--- src/verilog/ide_port_pkg.sv ---
// Constants shared by the dual-port drive interface
// ==========================================================================
package ide_port_pkg;
    // Widths
    localparam int ADDR_W = 3;
    localparam int DATA_W = 16;
    // Timing in ns, converted to 40 MHz cycles
    localparam int CLK_PERIOD_NS = 25;
    localparam int SETUP_NS      = 70;
    localparam int STROBE_NS     = 165;
    localparam int RECOVER_NS    = 30;
    localparam int SETUP_CYC   = (SETUP_NS + CLK_PERIOD_NS - 1) / CLK_PERIOD_NS;
    localparam int STROBE_CYC  = (STROBE_NS + CLK_PERIOD_NS - 1) / CLK_PERIOD_NS;
    localparam int RECOVER_CYC = (RECOVER_NS + CLK_PERIOD_NS - 1) / CLK_PERIOD_NS;
    localparam int CNT_W = 4;
    // Buffer depth
    localparam int BUF_DEPTH = 2;
    // Reset values
    localparam logic STROBE_IDLE = 1'b1;
    // Cycle sequencer states
    typedef enum logic [4:0] {
        ST_IDLE    = 5'b00001,
        ST_SETUP   = 5'b00010,
        ST_STROBE  = 5'b00100,
        ST_RECOVER = 5'b01000,
        ST_HOLD    = 5'b10000
    } cyc_state_t;
endpackage : ide_port_pkg

--- src/verilog/ide_dual_port_interface.sv ---
// Dual-port drive interface: register cycles, DMA handshakes, strap
`timescale 1ns/100ps
`default_nettype none
module ide_dual_port_interface
    import ide_port_pkg::*;
(
    // Clock and reset
    input  wire logic              clk_sys_i,
    input  wire logic              rst_i,
    // Host request
    input  wire logic              req_valid_i,
    output logic                   req_ready_o,
    input  wire logic              req_write_i,
    input  wire logic              req_sec_i,
    input  wire logic              req_aux_i,
    input  wire logic [ADDR_W-1:0] req_index_i,
    input  wire logic [DATA_W-1:0] req_wdata_i,
    input  wire logic              req_dma_i,
    // Host read data
    output logic                   rd_valid_o,
    input  wire logic              rd_ready_i,
    output logic [DATA_W-1:0]      rd_data_o,
    // Status toward host
    output logic                   native_mode_o,
    output logic                   pri_irq_o,
    output logic                   sec_irq_o,
    output logic                   pri_dma_pending_o,
    output logic                   sec_dma_pending_o,
    // Drive chip selects and strobes
    output logic                   cmd_block_select_n_o,
    input  wire logic              aux_block_select_n_i,
    output logic                   aux_block_select_n_o,
    output logic                   aux_block_select_n_oe_o,
    output logic                   pri_write_strobe_n_o,
    output logic                   pri_read_strobe_n_o,
    output logic                   sec_write_strobe_n_o,
    output logic                   sec_read_strobe_n_o,
    // Drive address and data
    output logic [ADDR_W-1:0]      drive_reg_index_o,
    input  wire logic [DATA_W-1:0] drive_word_bus_i,
    output logic [DATA_W-1:0]      drive_word_bus_o,
    output logic                   drive_word_bus_oe_o,
    // Drive handshakes
    input  wire logic              pri_dma_request_i,
    output logic                   pri_dma_ack_n_o,
    input  wire logic              sec_dma_request_i,
    output logic                   sec_dma_ack_n_o,
    input  wire logic              drive_channel_ready_i,
    input  wire logic              pri_drive_irq_i,
    input  wire logic              sec_drive_irq_i
);
    // ======================================================================
    // Cycle sequencer state
    cyc_state_t          st_ff, nxt_st;
    logic [CNT_W-1:0]    cnt_ff, nxt_cnt;
    logic                wr_ff, nxt_wr, sec_ff, nxt_sec;
    logic [ADDR_W-1:0]   idx_ff, nxt_idx;
    logic [DATA_W-1:0]   wd_ff, nxt_wd;
    logic                cs0_ff, nxt_cs0, cs1_ff, nxt_cs1, cs1_oe_ff, nxt_cs1_oe;
    logic                piow_ff, nxt_piow, pior_ff, nxt_pior;
    logic                siow_ff, nxt_siow, sior_ff, nxt_sior;
    logic                pdak_ff, nxt_pdak, sdak_ff, nxt_sdak;
    logic                oe_ff, nxt_oe, rdy_ff, nxt_rdy;
    logic                push, dma_ok;
    logic                buf_ready;
    logic                strap_done_ff, nxt_strap_done, nat_ff, nxt_nat;
    logic                pirq_ff, sirq_ff, pdrq_ff, sdrq_ff;

    // Count load value, truncated to the counter width
    function automatic logic [CNT_W-1:0] cyc(input int n);
        cyc = CNT_W'(n - 1);
    endfunction

    // Active-low strobe of one port and direction for the latched access
    function automatic logic strobe_n(input logic wr, sec, want_wr, want_sec);
        strobe_n = ~(wr == want_wr && sec == want_sec);
    endfunction

    // ======================================================================
    // Sequencer next state
    always_comb
    begin
        nxt_st = st_ff; nxt_cnt = cnt_ff;
        nxt_wr = wr_ff; nxt_sec = sec_ff;
        nxt_idx = idx_ff; nxt_wd = wd_ff;
        nxt_cs0 = cs0_ff; nxt_cs1 = cs1_ff; nxt_oe = oe_ff;
        nxt_piow = STROBE_IDLE; nxt_pior = STROBE_IDLE;
        nxt_siow = STROBE_IDLE; nxt_sior = STROBE_IDLE;
        nxt_pdak = pdak_ff; nxt_sdak = sdak_ff;
        nxt_rdy = 1'b0;
        push = 1'b0;
        // A DMA word waits until its drive has asked for it
        dma_ok = !req_dma_i || (req_sec_i ? sdrq_ff : pdrq_ff);
        case (st_ff)
            ST_IDLE:
            begin
                nxt_cs0 = 1'b1; nxt_cs1 = 1'b1; nxt_oe = 1'b0;
                nxt_pdak = 1'b1; nxt_sdak = 1'b1;
                if (req_valid_i && buf_ready && strap_done_ff && dma_ok)
                begin
                    nxt_rdy = 1'b1;
                    nxt_wr = req_write_i; nxt_sec = req_sec_i;
                    nxt_idx = req_index_i; nxt_wd = req_wdata_i;
                    // Register access decode picks one select
                    nxt_cs0 = req_dma_i | req_aux_i;
                    nxt_cs1 = req_dma_i | ~req_aux_i;
                    // Acknowledge the port whose drive asked for it
                    nxt_pdak = ~(req_dma_i && !req_sec_i);
                    nxt_sdak = ~(req_dma_i && req_sec_i);
                    nxt_oe  = req_write_i;
                    nxt_cnt = cyc(SETUP_CYC);
                    nxt_st  = ST_SETUP;
                end
            end
            ST_SETUP:
            begin
                if (cnt_ff == '0)
                begin
                    nxt_cnt = cyc(STROBE_CYC);
                    nxt_st  = ST_STROBE;
                    // Strobe falls with the state change: full count low
                    nxt_piow = strobe_n(wr_ff, sec_ff, 1'b1, 1'b0);
                    nxt_pior = strobe_n(wr_ff, sec_ff, 1'b0, 1'b0);
                    nxt_siow = strobe_n(wr_ff, sec_ff, 1'b1, 1'b1);
                    nxt_sior = strobe_n(wr_ff, sec_ff, 1'b0, 1'b1);
                end
                else
                    nxt_cnt = cnt_ff - 1'b1;
            end
            ST_STROBE:
            begin
                // Exactly one strobe, under a select or, for DMA, under the port's acknowledge
                nxt_piow = strobe_n(wr_ff, sec_ff, 1'b1, 1'b0);
                nxt_pior = strobe_n(wr_ff, sec_ff, 1'b0, 1'b0);
                nxt_siow = strobe_n(wr_ff, sec_ff, 1'b1, 1'b1);
                nxt_sior = strobe_n(wr_ff, sec_ff, 1'b0, 1'b1);
                if (cnt_ff != '0)
                    nxt_cnt = cnt_ff - 1'b1;
                else if (drive_channel_ready_i)
                begin
                    // Strobe rises next edge; data held through it
                    nxt_piow = STROBE_IDLE; nxt_pior = STROBE_IDLE;
                    nxt_siow = STROBE_IDLE; nxt_sior = STROBE_IDLE;
                    push = !wr_ff;
                    nxt_cnt = cyc(RECOVER_CYC);
                    nxt_st  = ST_HOLD;
                end
            end
            ST_HOLD:
                nxt_st = ST_RECOVER;
            ST_RECOVER:
            begin
                nxt_oe = 1'b0;
                nxt_cs0 = 1'b1; nxt_cs1 = 1'b1;
                nxt_pdak = 1'b1; nxt_sdak = 1'b1;
                if (cnt_ff == '0)
                    nxt_st = ST_IDLE;
                else
                    nxt_cnt = cnt_ff - 1'b1;
            end
            default:
                nxt_st = ST_IDLE;
        endcase
    end

    // Strap capture and pin select ownership
    always_comb
    begin
        nxt_strap_done = 1'b1;
        nxt_nat = nat_ff;
        nxt_cs1_oe = strap_done_ff;
    end

    // ======================================================================
    // Registers
    always_ff @(posedge clk_sys_i)
    begin
        if (rst_i)
        begin
            st_ff <= ST_IDLE; cnt_ff <= '0;
            wr_ff <= 1'b0; sec_ff <= 1'b0;
            idx_ff <= '0; wd_ff <= '0;
            cs0_ff <= 1'b1; cs1_ff <= 1'b1; cs1_oe_ff <= 1'b0;
            piow_ff <= STROBE_IDLE; pior_ff <= STROBE_IDLE;
            siow_ff <= STROBE_IDLE; sior_ff <= STROBE_IDLE;
            pdak_ff <= 1'b1; sdak_ff <= 1'b1;
            oe_ff <= 1'b0; rdy_ff <= 1'b0;
            strap_done_ff <= 1'b0;
            pirq_ff <= 1'b0; sirq_ff <= 1'b0;
            pdrq_ff <= 1'b0; sdrq_ff <= 1'b0;
            // Strap read while reset keeps the select pin released
            nat_ff <= aux_block_select_n_i;
        end
        else
        begin
            st_ff <= nxt_st; cnt_ff <= nxt_cnt;
            wr_ff <= nxt_wr; sec_ff <= nxt_sec;
            idx_ff <= nxt_idx; wd_ff <= nxt_wd;
            cs0_ff <= nxt_cs0; cs1_ff <= nxt_cs1; cs1_oe_ff <= nxt_cs1_oe;
            piow_ff <= nxt_piow; pior_ff <= nxt_pior;
            siow_ff <= nxt_siow; sior_ff <= nxt_sior;
            pdak_ff <= nxt_pdak; sdak_ff <= nxt_sdak;
            oe_ff <= nxt_oe; rdy_ff <= nxt_rdy;
            strap_done_ff <= nxt_strap_done; nat_ff <= nxt_nat;
            pirq_ff <= pri_drive_irq_i;
            sirq_ff <= sec_drive_irq_i;
            pdrq_ff <= pri_dma_request_i;
            sdrq_ff <= sec_dma_request_i;
        end
    end

    // Read words pass through a two-entry buffer
    read_skid_buf u_rbuf (
        .clk_sys_i   (clk_sys_i),
        .rst_i       (rst_i),
        .in_valid_i  (push),
        .in_ready_o  (buf_ready),
        .in_data_i   (drive_word_bus_i),
        .out_valid_o (rd_valid_o),
        .out_ready_i (rd_ready_i),
        .out_data_o  (rd_data_o)
    );

    // Pin drivers
    assign req_ready_o             = rdy_ff;
    assign native_mode_o           = nat_ff;
    assign pri_irq_o               = pirq_ff;
    assign sec_irq_o               = sirq_ff;
    assign pri_dma_pending_o       = pdrq_ff;
    assign sec_dma_pending_o       = sdrq_ff;
    assign cmd_block_select_n_o    = cs0_ff;
    assign aux_block_select_n_o    = cs1_ff;
    assign aux_block_select_n_oe_o = cs1_oe_ff;
    assign pri_write_strobe_n_o    = piow_ff;
    assign pri_read_strobe_n_o     = pior_ff;
    assign sec_write_strobe_n_o    = siow_ff;
    assign sec_read_strobe_n_o     = sior_ff;
    assign drive_reg_index_o       = idx_ff;
    assign drive_word_bus_o        = wd_ff;
    assign drive_word_bus_oe_o     = oe_ff;
    assign pri_dma_ack_n_o         = pdak_ff;
    assign sec_dma_ack_n_o         = sdak_ff;
endmodule // ide_dual_port_interface
`default_nettype wire

--- src/verilog/read_skid_buf.sv ---
// Two-entry buffer for words read from the drives
`timescale 1ns/100ps
`default_nettype none
module read_skid_buf
    import ide_port_pkg::*;
(
    // Clock and reset
    input  wire logic              clk_sys_i,
    input  wire logic              rst_i,
    // Fill side
    input  wire logic              in_valid_i,
    output logic                   in_ready_o,
    input  wire logic [DATA_W-1:0] in_data_i,
    // Drain side
    output logic                   out_valid_o,
    input  wire logic              out_ready_i,
    output logic [DATA_W-1:0]      out_data_o
);
    // ======================================================================
    // Storage: slot 0 feeds the output, slot 1 catches a word in a stall
    logic [DATA_W-1:0] slot_ff [BUF_DEPTH];
    logic [DATA_W-1:0] nxt_slot [BUF_DEPTH];
    logic              head_ff, nxt_head, skid_ff, nxt_skid;
    logic              push, pop;

    // Next-state computation
    always_comb
    begin
        push     = in_valid_i && !skid_ff;
        pop      = out_ready_i && head_ff;
        nxt_slot = slot_ff;
        nxt_head = head_ff;
        nxt_skid = skid_ff;
        if (pop || !head_ff)
        begin
            // Output slot frees up: refill from the skid slot first
            if (skid_ff)
            begin
                nxt_slot[0] = slot_ff[1];
                nxt_head    = 1'b1;
                nxt_skid    = 1'b0;
            end
            else
            begin
                nxt_head = push;
                if (push)
                    nxt_slot[0] = in_data_i;
            end
        end
        else if (push)
        begin
            nxt_slot[1] = in_data_i;
            nxt_skid    = 1'b1;
        end
    end

    // Registers
    always_ff @(posedge clk_sys_i)
    begin
        if (rst_i)
        begin
            head_ff <= 1'b0;
            skid_ff <= 1'b0;
        end
        else
        begin
            head_ff <= nxt_head;
            skid_ff <= nxt_skid;
        end
        slot_ff <= nxt_slot;
    end

    // Outputs come straight from registers: data from slot 0, flags from head and skid
    assign in_ready_o  = !skid_ff;
    assign out_valid_o = head_ff;
    assign out_data_o  = slot_ff[0];
endmodule // read_skid_buf
`default_nettype wire
--- config.mk ---
export PLATFORM = sky130hd
export DESIGN_NAME = ide_dual_port_interface
export DESIGN_NICKNAME = d
export VERILOG_FILES = /design/src/verilog/ide_port_pkg.sv /design/src/verilog/ide_dual_port_interface.sv /design/src/verilog/read_skid_buf.sv
export SDC_FILE = /design/constraint.sdc
export NUM_CORES = 1
export LEC_CHECK = 0
export BUFFER_PORTS_ARGS = -buffer_cell sky130_fd_sc_hd__buf_4
export CORE_MARGIN = 2
export CORE_UTILIZATION = 55
export CTS_BUF_LIST = sky130_fd_sc_hd__clkbuf_4 sky130_fd_sc_hd__clkbuf_8
export DETAILED_ROUTE_END_ITERATION = 12
export GPL_TIMING_DRIVEN = 0
export MAX_ROUTING_LAYER = met4
export PLACE_DENSITY = 0.93
export SETUP_SLACK_MARGIN = 0.3
export SLEW_MARGIN = 20
export SYNTH_ARGS = -nofsm -noshare
export SYNTH_HDL_FRONTEND = slang
export SYNTH_SLANG_ARGS = --single-unit
--- constraint.sdc ---
create_clock -name clk_sys_i -period 6.4 [get_ports clk_sys_i]
set_input_delay 0 -clock clk_sys_i [delete_from_list [all_inputs] [get_ports clk_sys_i]]
set_output_delay 0 -clock clk_sys_i [all_outputs]
set_load 0.02 [all_outputs]
==> run metrics <==
status finished clean; worst setup path end u_rbuf.slot_ff[1]$_DFFE_PP_; max-slew violation count 0; CP startpoint cnt_ff[0]$_SDFFE_PP0P_; worst flop-to-flop path endpoint u_rbuf.slot_ff[1]$_DFFE_PP_; Fin Setup TNS 0 ns; CTS sink count 81; type of origin of the critical path flop; htree depth 3; final number of setup-violating endpoints 0; Syn Inst Count 297; CTS Buf Count 9; reg2reg path depth 7; count leader, synth dfxtp_1; number of global-route vias before repair 2979; Storage cell area 1950 um2; worst setup margin 3.53 ns; RSZ-0062 raised after global routing false; first-pass GRT wire length 14100 um; Routed wire per std cell 17.2 um; fill count 306; Critical Path AT 2.94 ns; Die Span X 81.0 um; CP endpoint kind flop; share of cells above drive strength 1 35.4%; flop2flop setup slack 3.53 ns; DRT iter0 DRCs 218; clock slew at reported path FFs 0.09 ns; # rows 28; ys flop type dfxtp_1; worst-path fanout max 10; clk_skew 0.0146 ns; post-CTS sizing 0; cell mode on critical path nor3b_1; root buffer cell clkbuf_8; Synth area leaders edfxtp_1 30%, dfxtp_1 30%, mux2_2 5.5%, nand2_1 5.3%, a21oi_1 4.8%; Die Y 81.0 um; Rel. slew slack 51.7%; mean cell area of the mapped netlist 11.0 um2; Worst VDD drop 0.253 mV; Peak Freq 349 MHz; EDFF count, synth 33; final layout net count 506; I/O pins 101; final core utilization 82.6%; ys async rst share 0%; Clock Tree Buf Depth 2; register area share after synthesis 59.9%; Leakage 1.92 nW; pre-CTS setup slack 3.66 ns; routed vias 2925; largest net degree at the start of global routing 17; HP Class input pin to flop; CP required 6.47 ns; worst-margin pin slew 0.719 ns; Post-Syn Area 3260 um2; synth warn 0; Seq cells post-synth 81; number of port buffers 100; Layout area overhead 47.4%; worst r2r src cnt_ff[0]$_SDFFE_PP0P_; final antenna-violating net count 0; CTS tree built; final period utilization 44.8%; cell taking the most area after synthesis edfxtp_1; Routed WL 9240 um; Post-Syn Nets 347; drt first pass iters 5; die area 6550 um2; minimum clock period 2.87 ns; MaxCap Viol Count 0; gpl congestion 0.940; initial antenna violation count 0; Power Dens Cells 228 nW/um2; Ant. Diodes 0; DRC errors left 0; Max stage delay cell, worst path nor3b_2; Design Power 0.00109 W; Yosys top cell area share 30.4%; Skew-Pair Late Insertion Delay 0.36 ns; synth cell count leaders 48 x dfxtp_1, 46 x nand2_1, 33 x edfxtp_1, 31 x a21oi_1, 18 x nor2_1; cells along the critical path inv_1 > ha_1 > nor3b_1 > nand4_1 > nor3b_1 > nor3b_2 > buf_6; post-DP HPWL 5260 um; Fin. Hold Viols 0; Starting Density 56.0%; Vias/cell 5.46; core box area 5820 um2; Cell variety after synth 44; GRT Util Overall 29.8%; multi-input logic area 1090 um2; crit path kind flop to flop; total gr overflow 0; Slowest Stage Delay on Critical Path 0.60 ns
## worst max-delay path: cells and delay by family (launching register included)
| family | cells | cell delay (ns) |
|---|---|---|
| buffers and inverters | 2 | 0.30 |
| adders and majority gates | 1 | 0.20 |
| DFF | 1 | 0.35 |
| and+or+nand+nor | 4 | 1.74 |
## worst min path at each step
| stage | start | end | slack (ns) | cells past startpoint |
|---|---|---|---|---|
| 2_1_floorplan | aux_block_select_n_i | native_mode_o$_DFFE_PP_ | 0.1 | 0 |
| 3_3_place_gp | aux_block_select_n_i | native_mode_o$_DFFE_PP_ | 0.18 | 1 |
| 3_5_place_dp | drive_word_bus_i[13] | u_rbuf.slot_ff[13]$_DFFE_PP_ | 0.19 | 1 |
| 4_1_cts | rd_ready_i | u_rbuf.skid_ff$_SDFFE_PP0P_ | 0.04 | 3 |
| 5_1_grt | rd_ready_i | u_rbuf.skid_ff$_SDFFE_PP0P_ | 0.09 | 3 |
| 6_report | rd_ready_i | u_rbuf.skid_ff$_SDFFE_PP0P_ | 0.06 | 3 |
## power by group
part,internal [W],total (W),switching (W)
Combinational,0.0000750,0.000148,0.0000729
Sequential,0.000548,0.000556,0.00000753
Clock,0.000188,0.000390,0.000202
Total,0.000811,0.00109,0.000283
## metal layers
layer  up-vias  track usage [%]  wire length (um)
met5         -                -                 0
met4         0             11.5               202
met3        23             5.78               714
met2       177             50.2              4680
met1      1368             35.2              3650
li1       1357                -                 -
## cells in the final DEF (no fill, tap or decap), types with 9 or more instances in the layout
master / count
mux2_2: 16
a21oi_1: 31
edfxtp_1: 33
buf_4: 116
nand2_1: 46
nor2_1: 18
clkbuf_8: 9
dfxtp_1: 48
dlygate4sd3_1: 47
## metrics by stage
stage	instance area, um2	cells	hold slack (ns)
6_report	4800	536	0.0586
5_1_grt	4800	536	0.0864
4_1_cts	4800	536	0.0443
3_5_place_dp	4120	473	0.189
3_3_place_gp	4100	472	0.184
2_1_floorplan	3260	297	0.0989
## cell type report
| cell class | instances | share of cell area [%] |
|---|---|---|
| Sequential cell | 81 | 40.6 |
| Clock inverter | 7 | 1.75 |
| Inverter | 6 | 0.469 |
| Tap cell | 75 | 1.95 |
| Buffer | 30 | 4.14 |
| Timing Repair Buffer | 148 | 25.7 |
| Clock buffer | 9 | 2.58 |
| Multi-Input combinational cell | 180 | 22.8 |
## timing repair
| action | CTS | global route |
|---|---|---|
| hold endpoints to repair | 67 | 0 |
| setup buffers | 0 | 0 |
| hold buffers | 47 | 0 |
## flip-flops by register name (all words and copies together) (netlist names), 3 cells and up
name and count:
drive_reg_index_o 3, drive_word_bus_o 16, st_ff 5, u_rbuf.out_data_o 16, u_rbuf.slot_ff 16, cnt_ff 4
## kinds of logic after synthesis
group	count (synthesis)	synth area share [%]
AOI/OAI and AO/OA	58	10.7
xor gates and xnor gates	3	0.807
adders and majority gates	1	0.384
buffers and inverters	36	6.80
DFF	81	59.9
muxes	16	5.53
and+or+nand+nor	102	15.8
Power figures use the tool's default switching activity.
